<file path="config.mk">
export PLATFORM = sky130hd
export DESIGN_NAME = axis_fault_supervisor
export DESIGN_NICKNAME = d
export VERILOG_FILES = /design/src/verilog/axis_fault_pkg.sv /design/src/verilog/axis_fault_supervisor.sv
export SDC_FILE = /design/constraint.sdc
export NUM_CORES = 1
export LEC_CHECK = 0
export BUFFER_PORTS_ARGS = -buffer_cell sky130_fd_sc_hd__buf_2
export CAP_MARGIN = 20
export CORE_MARGIN = 1
export CORE_UTILIZATION = 50
export DETAILED_ROUTE_END_ITERATION = 12
export HOLD_SLACK_MARGIN = 0.1
export PLACE_DENSITY = 0.82
export SLEW_MARGIN = 10
export SYNTH_ARGS = -nofsm -noshare
export SYNTH_HDL_FRONTEND = slang
export SYNTH_SLANG_ARGS = --single-unit
</file>
<file path="constraint.sdc">
create_clock -name clk_i -period 4.3 [get_ports clk_i]
set_input_delay 0.86 -clock clk_i [delete_from_list [all_inputs] [get_ports clk_i]]
set_output_delay 0.86 -clock clk_i [all_outputs]
set_load 0.02 [all_outputs]
</file>
<file path="src/verilog/axis_fault_pkg.sv">
package axis_fault_pkg;

	// ----------------------------------------------------------------
	// Timing
	// ----------------------------------------------------------------
	localparam int unsigned CLK_HZ        = 100_000_000;
	localparam int unsigned SYNC_WAIT_MS  = 200;
	localparam int unsigned FLASH_HALF_MS = 250;
	localparam int unsigned SYNC_WAIT_CYC = SYNC_WAIT_MS * (CLK_HZ / 1000);
	localparam int unsigned FLASH_CYC     = FLASH_HALF_MS * (CLK_HZ / 1000);
	localparam logic [1:0]  BOOT_LAST     = 2'h2;

	// ----------------------------------------------------------------
	// Register offsets
	// ----------------------------------------------------------------
	localparam logic [7:0] OFS_CONFIG    = 8'h00;
	localparam logic [7:0] OFS_HOST_CTRL = 8'h04;
	localparam logic [7:0] OFS_COMMAND   = 8'h08;
	localparam logic [7:0] OFS_STATUS    = 8'h0c;
	localparam logic [7:0] OFS_DEMAND    = 8'h10;
	localparam logic [7:0] OFS_JOG_SPEED = 8'h14;

	// ----------------------------------------------------------------
	// Fields and reset values
	// ----------------------------------------------------------------
	localparam int CFG_SENSOR_MONITOR_SETTING_LSB = 0;
	localparam int CFG_POL      = 2;
	localparam int CFG_RC       = 3;
	localparam int CFG_SYNC     = 4;
	localparam int CFG_PRS_MA   = 5;
	localparam int CFG_POS_MA   = 6;
	localparam int CFG_SSI      = 7;
	localparam int HC_ENABLE    = 0;
	localparam int HC_JOG_POS   = 1;
	localparam int HC_JOG_NEG   = 2;
	localparam int HC_PQ        = 3;
	localparam int CMD_SAVE     = 0;
	localparam int CMD_CLEAR    = 1;
	localparam int ST_READY     = 6;
	localparam int ST_ACTIVE    = 7;

	localparam logic [1:0]  SENSOR_MONITOR_SETTING_OFF      = 2'h0;
	localparam logic [1:0]  SENSOR_MONITOR_SETTING_ON       = 2'h1;
	localparam logic [1:0]  SENSOR_MONITOR_SETTING_AUTO     = 2'h2;
	localparam logic [7:0]  CONFIG_RST    = 8'he1;
	localparam logic [3:0]  HOST_CTRL_RST = 4'h0;
	localparam logic [15:0] DEMAND_RST    = 16'h0000;
	localparam logic [15:0] JOG_SPEED_RST = 16'h1000;

	// ----------------------------------------------------------------
	// Carriers
	// ----------------------------------------------------------------
	typedef struct packed {
		logic enable;
		logic pressure_control_active_bit;
		logic jog_pos;
		logic jog_neg;
		logic sync_start;
		logic hw_activation;
		logic host_link;
		logic prs_fb_bad;
		logic pos_fb_bad;
		logic ssi_bad;
	} pin_in_type;

	typedef struct packed {
		logic enable;
		logic pressure_control_active_bit;
		logic jog_pos;
		logic jog_neg;
	} ctrl_type;

	typedef struct packed {
		logic sync;
		logic link;
		logic param;
		logic ssi;
		logic pos;
		logic prs;
	} fault_type;

	typedef enum logic [1:0] {
		SYNC_IDLE = 2'b00,
		SYNC_WAIT = 2'b01,
		SYNC_RUN  = 2'b11
	} sync_state_type;

endpackage

</file>
<file path="src/verilog/axis_fault_supervisor.sv">
`timescale 1ns/1ns
// Behaviour
// - Faults are supervised only while monitoring is ON or AUTO.
// - Pressure feedback faults trip only with pressure control active.
// - Broken 4-20 mA feedback or bad serial sensor switches the output off.
// - A power-up parameter error blocks the output until a new save.
// - Saving after a parameter error clears it and reloads the defaults.
// - Losing the host tool link in remote control mode switches off.
// - Sync mode trips if activation input stays low 200 ms after start.
// - A detected fault makes the ready indicator flash instead of glow.
// - The jog inputs drive the valve output to move the axis at the jog speed.
// - A polarity setting inverts the sign of the valve output.
// - In remote control mode only the host tool's requests are obeyed.
module axis_fault_supervisor
	import axis_fault_pkg::*;
#(
	parameter int unsigned SYNC_WAIT_CYCLES = SYNC_WAIT_CYC,
	parameter int unsigned FLASH_CYCLES     = FLASH_CYC
) (
	input  wire logic               clk_i,
	input  wire logic               rst_i,
	input  wire logic        [7:0]  adr_i,
	input  wire logic        [31:0] dat_i,
	output logic             [31:0] dat_o,
	input  wire logic               we_i,
	input  wire logic        [3:0]  sel_i,
	input  wire logic               stb_i,
	input  wire logic               cyc_i,
	output logic                    ack_o,
	input  wire pin_in_type         pins_i,
	input  wire logic               param_error_i,
	output logic signed      [15:0] valve_o,
	output logic                    valve_active_o,
	output logic                    ready_o,
	output logic                    ready_led_o
);

	// ----------------------------------------------------------------
	// Declarations
	// ----------------------------------------------------------------
	pin_in_type     pins_meta_q;
	pin_in_type     pins_q;
	logic           perr_meta_q;
	logic           perr_q;
	logic           start_prev_q;
	logic [1:0]     boot_cnt_q;
	logic           boot_done_q;
	logic [7:0]     cfg_q;
	logic [3:0]     host_q;
	logic [15:0]    demand_q;
	logic [15:0]    jog_speed_q;
	fault_type      fault_q;
	fault_type      fault_hit;
	fault_type      fault_d;
	sync_state_type sync_q;
	sync_state_type sync_d;
	logic [31:0]    wait_cnt_q;
	logic [31:0]    flash_cnt_q;
	logic           flash_q;
	logic           ack_q;
	logic [31:0]    rdata_q;
	logic signed [15:0] valve_q;
	logic           active_q;
	logic           ready_q;
	logic           led_q;

	wire logic [1:0]  sensor_monitor_setting        = cfg_q[CFG_SENSOR_MONITOR_SETTING_LSB +: 2];
	wire logic        output_polarity_setting         = cfg_q[CFG_POL];
	wire logic        rc_mode     = cfg_q[CFG_RC];
	wire logic        sync_mode   = cfg_q[CFG_SYNC];
	wire logic        wb_fire     = cyc_i & stb_i & ~ack_q;
	wire logic        wb_wr       = wb_fire & we_i;
	wire logic        wr_cfg      = wb_wr & sel_i[0] & (adr_i == OFS_CONFIG);
	wire logic        wr_host     = wb_wr & sel_i[0] & (adr_i == OFS_HOST_CTRL);
	wire logic        wr_cmd      = wb_wr & sel_i[0] & (adr_i == OFS_COMMAND);
	wire logic        wr_demand   = wb_wr & (adr_i == OFS_DEMAND);
	wire logic        wr_jog      = wb_wr & (adr_i == OFS_JOG_SPEED);
	wire logic        save_wr     = wr_cmd & dat_i[CMD_SAVE];
	wire logic        clear_wr    = wr_cmd & dat_i[CMD_CLEAR];
	wire logic        reload      = save_wr & fault_q.param;
	wire logic        capture     = ~boot_done_q & (boot_cnt_q == BOOT_LAST);
	wire logic        mon_on      = (sensor_monitor_setting == SENSOR_MONITOR_SETTING_ON) | (sensor_monitor_setting == SENSOR_MONITOR_SETTING_AUTO);
	wire logic        start_rise  = pins_q.sync_start & ~start_prev_q;
	wire logic [31:0] sync_last   = 32'(SYNC_WAIT_CYCLES - 1);
	wire logic [31:0] flash_last  = 32'(FLASH_CYCLES - 1);
	wire logic        wait_expire = (wait_cnt_q == sync_last);
	wire logic        flash_tick  = (flash_cnt_q == flash_last);
	wire logic        any_fault   = |fault_q;
	wire ctrl_type    pin_ctrl    = '{pins_q.enable, pins_q.pressure_control_active_bit,
	                                  pins_q.jog_pos, pins_q.jog_neg};
	wire ctrl_type    host_ctrl   = '{host_q[HC_ENABLE], host_q[HC_PQ],
	                                  host_q[HC_JOG_POS], host_q[HC_JOG_NEG]};
	wire ctrl_type    ctrl        = rc_mode ? host_ctrl : pin_ctrl;
	wire logic        ready_d     = ctrl.enable & ~any_fault
	                              & boot_done_q;
	wire logic        jog_p       = ctrl.jog_pos & ~ctrl.jog_neg;
	wire logic        jog_n       = ctrl.jog_neg & ~ctrl.jog_pos;
	wire logic signed [15:0] raw  = jog_p ? jog_speed_q :
	                                jog_n ? -jog_speed_q : demand_q;
	wire logic signed [15:0] pol_out = output_polarity_setting ? -raw : raw;
	wire logic signed [15:0] valve_d = ready_d ? pol_out : DEMAND_RST;
	wire logic        led_d       = any_fault ? flash_q : ready_d;
	wire logic [7:0]  status      = {active_q, ready_q, fault_q};
	wire logic [31:0] rdata_d     =
		(adr_i == OFS_CONFIG)    ? {24'h000000, cfg_q} :
		(adr_i == OFS_HOST_CTRL) ? {28'h0000000, host_q} :
		(adr_i == OFS_STATUS)    ? {24'h000000, status} :
		(adr_i == OFS_DEMAND)    ? {16'h0000, demand_q} :
		(adr_i == OFS_JOG_SPEED) ? {16'h0000, jog_speed_q} : 32'h00000000;

	// ----------------------------------------------------------------
	// Input synchronisers and power-up capture
	// ----------------------------------------------------------------
	always_ff @(posedge clk_i) begin
		pins_meta_q <= pins_i;
		pins_q      <= pins_meta_q;
		perr_meta_q <= param_error_i;
		perr_q      <= perr_meta_q;
	end

	always_ff @(posedge clk_i) begin
		if (rst_i) begin
			start_prev_q <= 1'b0;
			boot_cnt_q   <= 2'h0;
			boot_done_q  <= 1'b0;
		end else begin
			start_prev_q <= pins_q.sync_start;
			boot_cnt_q   <= boot_done_q ? boot_cnt_q : boot_cnt_q + 2'h1;
			boot_done_q  <= boot_done_q | capture;
		end
	end

	// ----------------------------------------------------------------
	// Wishbone slave
	// ----------------------------------------------------------------
	always_ff @(posedge clk_i) begin
		if (rst_i) begin
			ack_q   <= 1'b0;
			rdata_q <= 32'h00000000;
		end else begin
			ack_q   <= wb_fire;
			rdata_q <= wb_fire ? rdata_d : rdata_q;
		end
	end

	always_ff @(posedge clk_i) begin
		if (rst_i | reload) begin
			cfg_q       <= CONFIG_RST;
			host_q      <= HOST_CTRL_RST;
			demand_q    <= DEMAND_RST;
			jog_speed_q <= JOG_SPEED_RST;
		end else begin
			if (wr_cfg)
				cfg_q <= dat_i[7:0];
			if (wr_host)
				host_q <= dat_i[3:0];
			if (wr_demand & sel_i[0])
				demand_q[7:0] <= dat_i[7:0];
			if (wr_demand & sel_i[1])
				demand_q[15:8] <= dat_i[15:8];
			if (wr_jog & sel_i[0])
				jog_speed_q[7:0] <= dat_i[7:0];
			if (wr_jog & sel_i[1])
				jog_speed_q[15:8] <= dat_i[15:8];
		end
	end

	// ----------------------------------------------------------------
	// Fault detection
	// ----------------------------------------------------------------
	assign fault_hit.prs   = mon_on & cfg_q[CFG_PRS_MA]
	                       & pins_q.prs_fb_bad & ctrl.pressure_control_active_bit;
	assign fault_hit.pos   = mon_on & cfg_q[CFG_POS_MA] & pins_q.pos_fb_bad;
	assign fault_hit.ssi   = mon_on & cfg_q[CFG_SSI] & pins_q.ssi_bad;
	assign fault_hit.param = mon_on & capture & perr_q;
	assign fault_hit.link  = mon_on & rc_mode & ~pins_q.host_link;
	assign fault_hit.sync  = mon_on & (sync_q == SYNC_WAIT)
	                       & wait_expire & ~pins_q.hw_activation;

	assign fault_d.prs   = (fault_q.prs & ~clear_wr) | fault_hit.prs;
	assign fault_d.pos   = (fault_q.pos & ~clear_wr) | fault_hit.pos;
	assign fault_d.ssi   = (fault_q.ssi & ~clear_wr) | fault_hit.ssi;
	assign fault_d.param = (fault_q.param & ~save_wr) | fault_hit.param;
	assign fault_d.link  = (fault_q.link & ~clear_wr) | fault_hit.link;
	assign fault_d.sync  = (fault_q.sync & ~clear_wr) | fault_hit.sync;

	always_ff @(posedge clk_i) begin
		if (rst_i)
			fault_q <= '0;
		else
			fault_q <= fault_d;
	end

	// ----------------------------------------------------------------
	// Synchronisation start supervision
	// ----------------------------------------------------------------
	always_comb begin
		sync_d = sync_q;
		unique case (sync_q)
			SYNC_IDLE: begin
				if (sync_mode & start_rise)
					sync_d = SYNC_WAIT;
			end
			SYNC_WAIT: begin
				if (~sync_mode)
					sync_d = SYNC_IDLE;
				else if (pins_q.hw_activation)
					sync_d = SYNC_RUN;
				else if (wait_expire)
					sync_d = SYNC_IDLE;
			end
			SYNC_RUN: begin
				if (~sync_mode | ~pins_q.sync_start)
					sync_d = SYNC_IDLE;
			end
			default: begin
				sync_d = SYNC_IDLE;
			end
		endcase
	end

	always_ff @(posedge clk_i) begin
		if (rst_i) begin
			sync_q     <= SYNC_IDLE;
			wait_cnt_q <= 32'h00000000;
		end else begin
			sync_q     <= sync_d;
			wait_cnt_q <= (sync_q == SYNC_WAIT) ? wait_cnt_q + 32'h1
			                                    : 32'h00000000;
		end
	end

	// ----------------------------------------------------------------
	// Flash divider and outputs
	// ----------------------------------------------------------------
	always_ff @(posedge clk_i) begin
		if (rst_i) begin
			flash_cnt_q <= 32'h00000000;
			flash_q     <= 1'b0;
		end else begin
			flash_cnt_q <= flash_tick ? 32'h00000000 : flash_cnt_q + 32'h1;
			flash_q     <= flash_q ^ flash_tick;
		end
	end

	always_ff @(posedge clk_i) begin
		if (rst_i) begin
			valve_q  <= DEMAND_RST;
			active_q <= 1'b0;
			ready_q  <= 1'b0;
			led_q    <= 1'b0;
		end else begin
			valve_q  <= valve_d;
			active_q <= ready_d;
			ready_q  <= ready_d;
			led_q    <= led_d;
		end
	end

	assign dat_o          = rdata_q;
	assign ack_o          = ack_q;
	assign valve_o        = valve_q;
	assign valve_active_o = active_q;
	assign ready_o        = ready_q;
	assign ready_led_o    = led_q;
endmodule

</file>
==> reports/metrics.yaml <==
outcome:
  outcome: "complete, no violations"
cts:
  cts_setup_buffers: 0
  numCtsBuffers: 17
  cts_tree: "yes"
  clkSlewWorstSetupHoldPaths_ps: 60
  clock_sinks: 178
  cts_hold_buf: 0
  clk_latency_ps: 430
  max-clock-path-buffers: 2
  htree_num_levels: 4
  ctsResizeCount: 0
  cts_root_buf: "clkbuf_16"
sta:
  tightest_slew_ps: 1010
  whs_ps: 327
  setup_viol: 0
  hold_violations: 0
  setup-tns-final_ps: 0
  fin_crit_sh_pct: 75.4
  slew-limit-headroom_pct: 32.6
  rsz0062_at_grt: "false"
  skew_ps: 6.60
  fin_crit_ps: 3240
  clock.fmax_ghz: 0.308
  slew_violations: 0
synthesis:
  syn_avg_cell_area_um2: 8.80
  syn_area_um2: 8020
  synth_top_area_share_pct: 44.4
  synth_cell_types: 68
  synth.yosys.seq_area_share_pct: 44.4
  yosysTopAreaCell: "dfxtp_1"
  synthArstFlopShare_pct: 0
  ys_warn_count: 0
  synth.area.top_cells: "dfxtp_1, nor2_1, mux2i_1"
  synth-seq-cells: 178
  synth_ff_type: "dfxtp_1"
  synth_edf_count: 0
  synthCells: 911
placement:
  dp_hpwl_um: 12700
  placement.io_buffers: 77
  place_congestion: 0.898
  place_inst: 1160
critical_path:
  cpPeakStageDelay_ps: 650
  crit_start: "cfg_q[3]"
  path_max_fanout: 13
  rr_startpoint: "cfg_q[3]"
  critPathCaptureType: "register"
  cp_common_cell: "nand2_1"
  cpLargestDelayFamily: "simple AND/OR/NAND/NOR gates"
  worst-path-buf-inv: 0
  crit_chain: "or3b_1 -> nand2_1 -> a22oi_1 -> a21boi_0 -> ha_1 -> nand2_1 -> nor4b_2 -> a31oi_1 -> xnor2_1 -> nor2_1"
  critPathKind: "reg2reg"
  cp-start-kind: "register"
  slowest_stage: "dfxtp_1"
  cp.arrival_ps: 3540
  required_ps: 4600
hold_path:
  hold_class: "reg2reg"
  hold_start: "pins_meta_q[6]"
detailed_routing:
  dr.pass1.iters: 7
  routed_wl_um: 17800
  vias_per_cell: 5.48
  avgRoutedWirePerCell_um: 14.9
  drtAntennaViolNets: 0
  via_count: 6529
  drtIter0Drc: 522
  drc: 0
cells_and_area:
  fin_nets: 1033
  n_antenna_cell: 0
  synthToLayoutAreaGrowth_pct: 13.3
  fin_cells: 1192
  drive_gt1_share_pct: 15.3
  final_common_cell: "dfxtp_1"
  final_cell_mix: "dfxtp_1, nor2_1, buf_2"
floorplanning:
  die_h_um: 129
  start_util_pct: 52.0
  coreArea_um2: 15400
  dieArea_um2: 16600
  placementRows: 45
  dieWidth_um: 129
  ios: 112
power_and_ir_drop:
  leakagePower_nw: 3.57
  irDropWorstVdd_uv: 403
  p_total_mw: 3.51
  power_density_nw_per_um2: 386
job:
  max_cap_violations: 0
global_routing:
  grt_pass1_wl_um: 29900
  grt_max_degree: 40
  antenna_found_initial: 0
  grtUsageTotal_pct: 22.8
  grt_pass1_vias: 6195
  overflow: 0
[state kept, by name, indices dropped and copies added, names as in the netlist, 2 cells and up]
register and cells:
flash_cnt_q 32, wait_cnt_q 32, dat_o 16, demand_q 16, jog_speed_q 16, valve_o 16, pins_meta_q 10, cfg_q 8
fault_q 6, pins_q 6, host_q 4, pin_ctrl 4, boot_cnt_q 2, sync_q 2
[report_power, final]
part / total, mW / internal (mW) / switching (mW)
combinational: 0.195 / 0.0698 / 0.126
sequential: 1.71 / 1.68 / 0.0249
clock: 1.60 / 0.968 / 0.636
[layout make-up]
type	count	area (µm²)
Timing Repair Buffer	81	419
Fill cell	1313	6340
Sequential cell	178	3560
Clock buffer	22	474
Multi-Input combinational cell	668	4140
Tap cell	211	264
Inverter	22	82.6
Clock inverter	10	146
[synthesized netlist by cell type, types with 2 or more instances]
library cell,number
xnor2_1,26
nor4_4,4
a222oi_1,2
o311ai_2,2
nor3_1,16
or3_1,19
a22oi_1,7
xor2_1,43
or3b_2,4
nor2_1,166
a21oi_1,35
nor4b_2,2
a21o_1,2
nor4_1,7
buf_4,17
o31ai_1,3
mux2i_1,46
and4_1,5
nand2_1,70
ha_1,5
nand4_1,14
a31oi_1,7
nor3b_1,3
o311ai_1,2
nand3b_1,4
or4_1,5
o22ai_1,3
clkbuf_1,33
nor4b_1,4
a221oi_1,5
a32oi_1,5
and2_1,2
nand3_1,36
o21ai_0,25
and3_1,13
mux2_2,11
or2_2,6
nor2b_1,5
inv_1,22
buf_2,6
dfxtp_1,178
o211ai_1,5
a211oi_1,8
nand2b_1,4
[layer usage]
metal / part of all wire [%] / vias to the layer above / global-route usage (%)
met5: 0 / - / 0
met4: 1.9 / 0 / 7.06
met3: 6.0 / 33 / 5.99
met2: 49 / 194 / 38.6
met1: 43 / 3049 / 28.4
li1: - / 3253 / -
[final timing paths]
| kind | end | slack [ps] | depth (start not counted) |
|---|---|---|---|
| max | valve_o[12] | 1060 | 10 |
| min | pin_ctrl[0] | 330 | 0 |
| max reg2reg | valve_o[12] | 1060 | 10 |
| min reg2reg | pin_ctrl[0] | 330 | 0 |
[per-stage QoR]
stage          util [%]  setup WS, ps  area [µm²]
2_1_floorplan         -          1670        8080
3_3_place_gp       54.8          1180        8460
3_5_place_dp       54.9          1120        8470
4_1_cts            58.9          1110        9090
5_1_grt            58.9           676        9090
6_report           58.9          1060        9090
[kinds of logic after synthesis]
group / synth area share, %
AO/OA/AOI/OAI: 10.5
XOR/XNOR: 7.54
adder cells (fa/ha/maj): 0.780
buffers and inverters: 4.73
flip-flops: 44.4
multiplexers: 7.29
other: 0.0468
AND/OR/NAND/NOR: 24.7
Power figures use the tool's default switching activity.
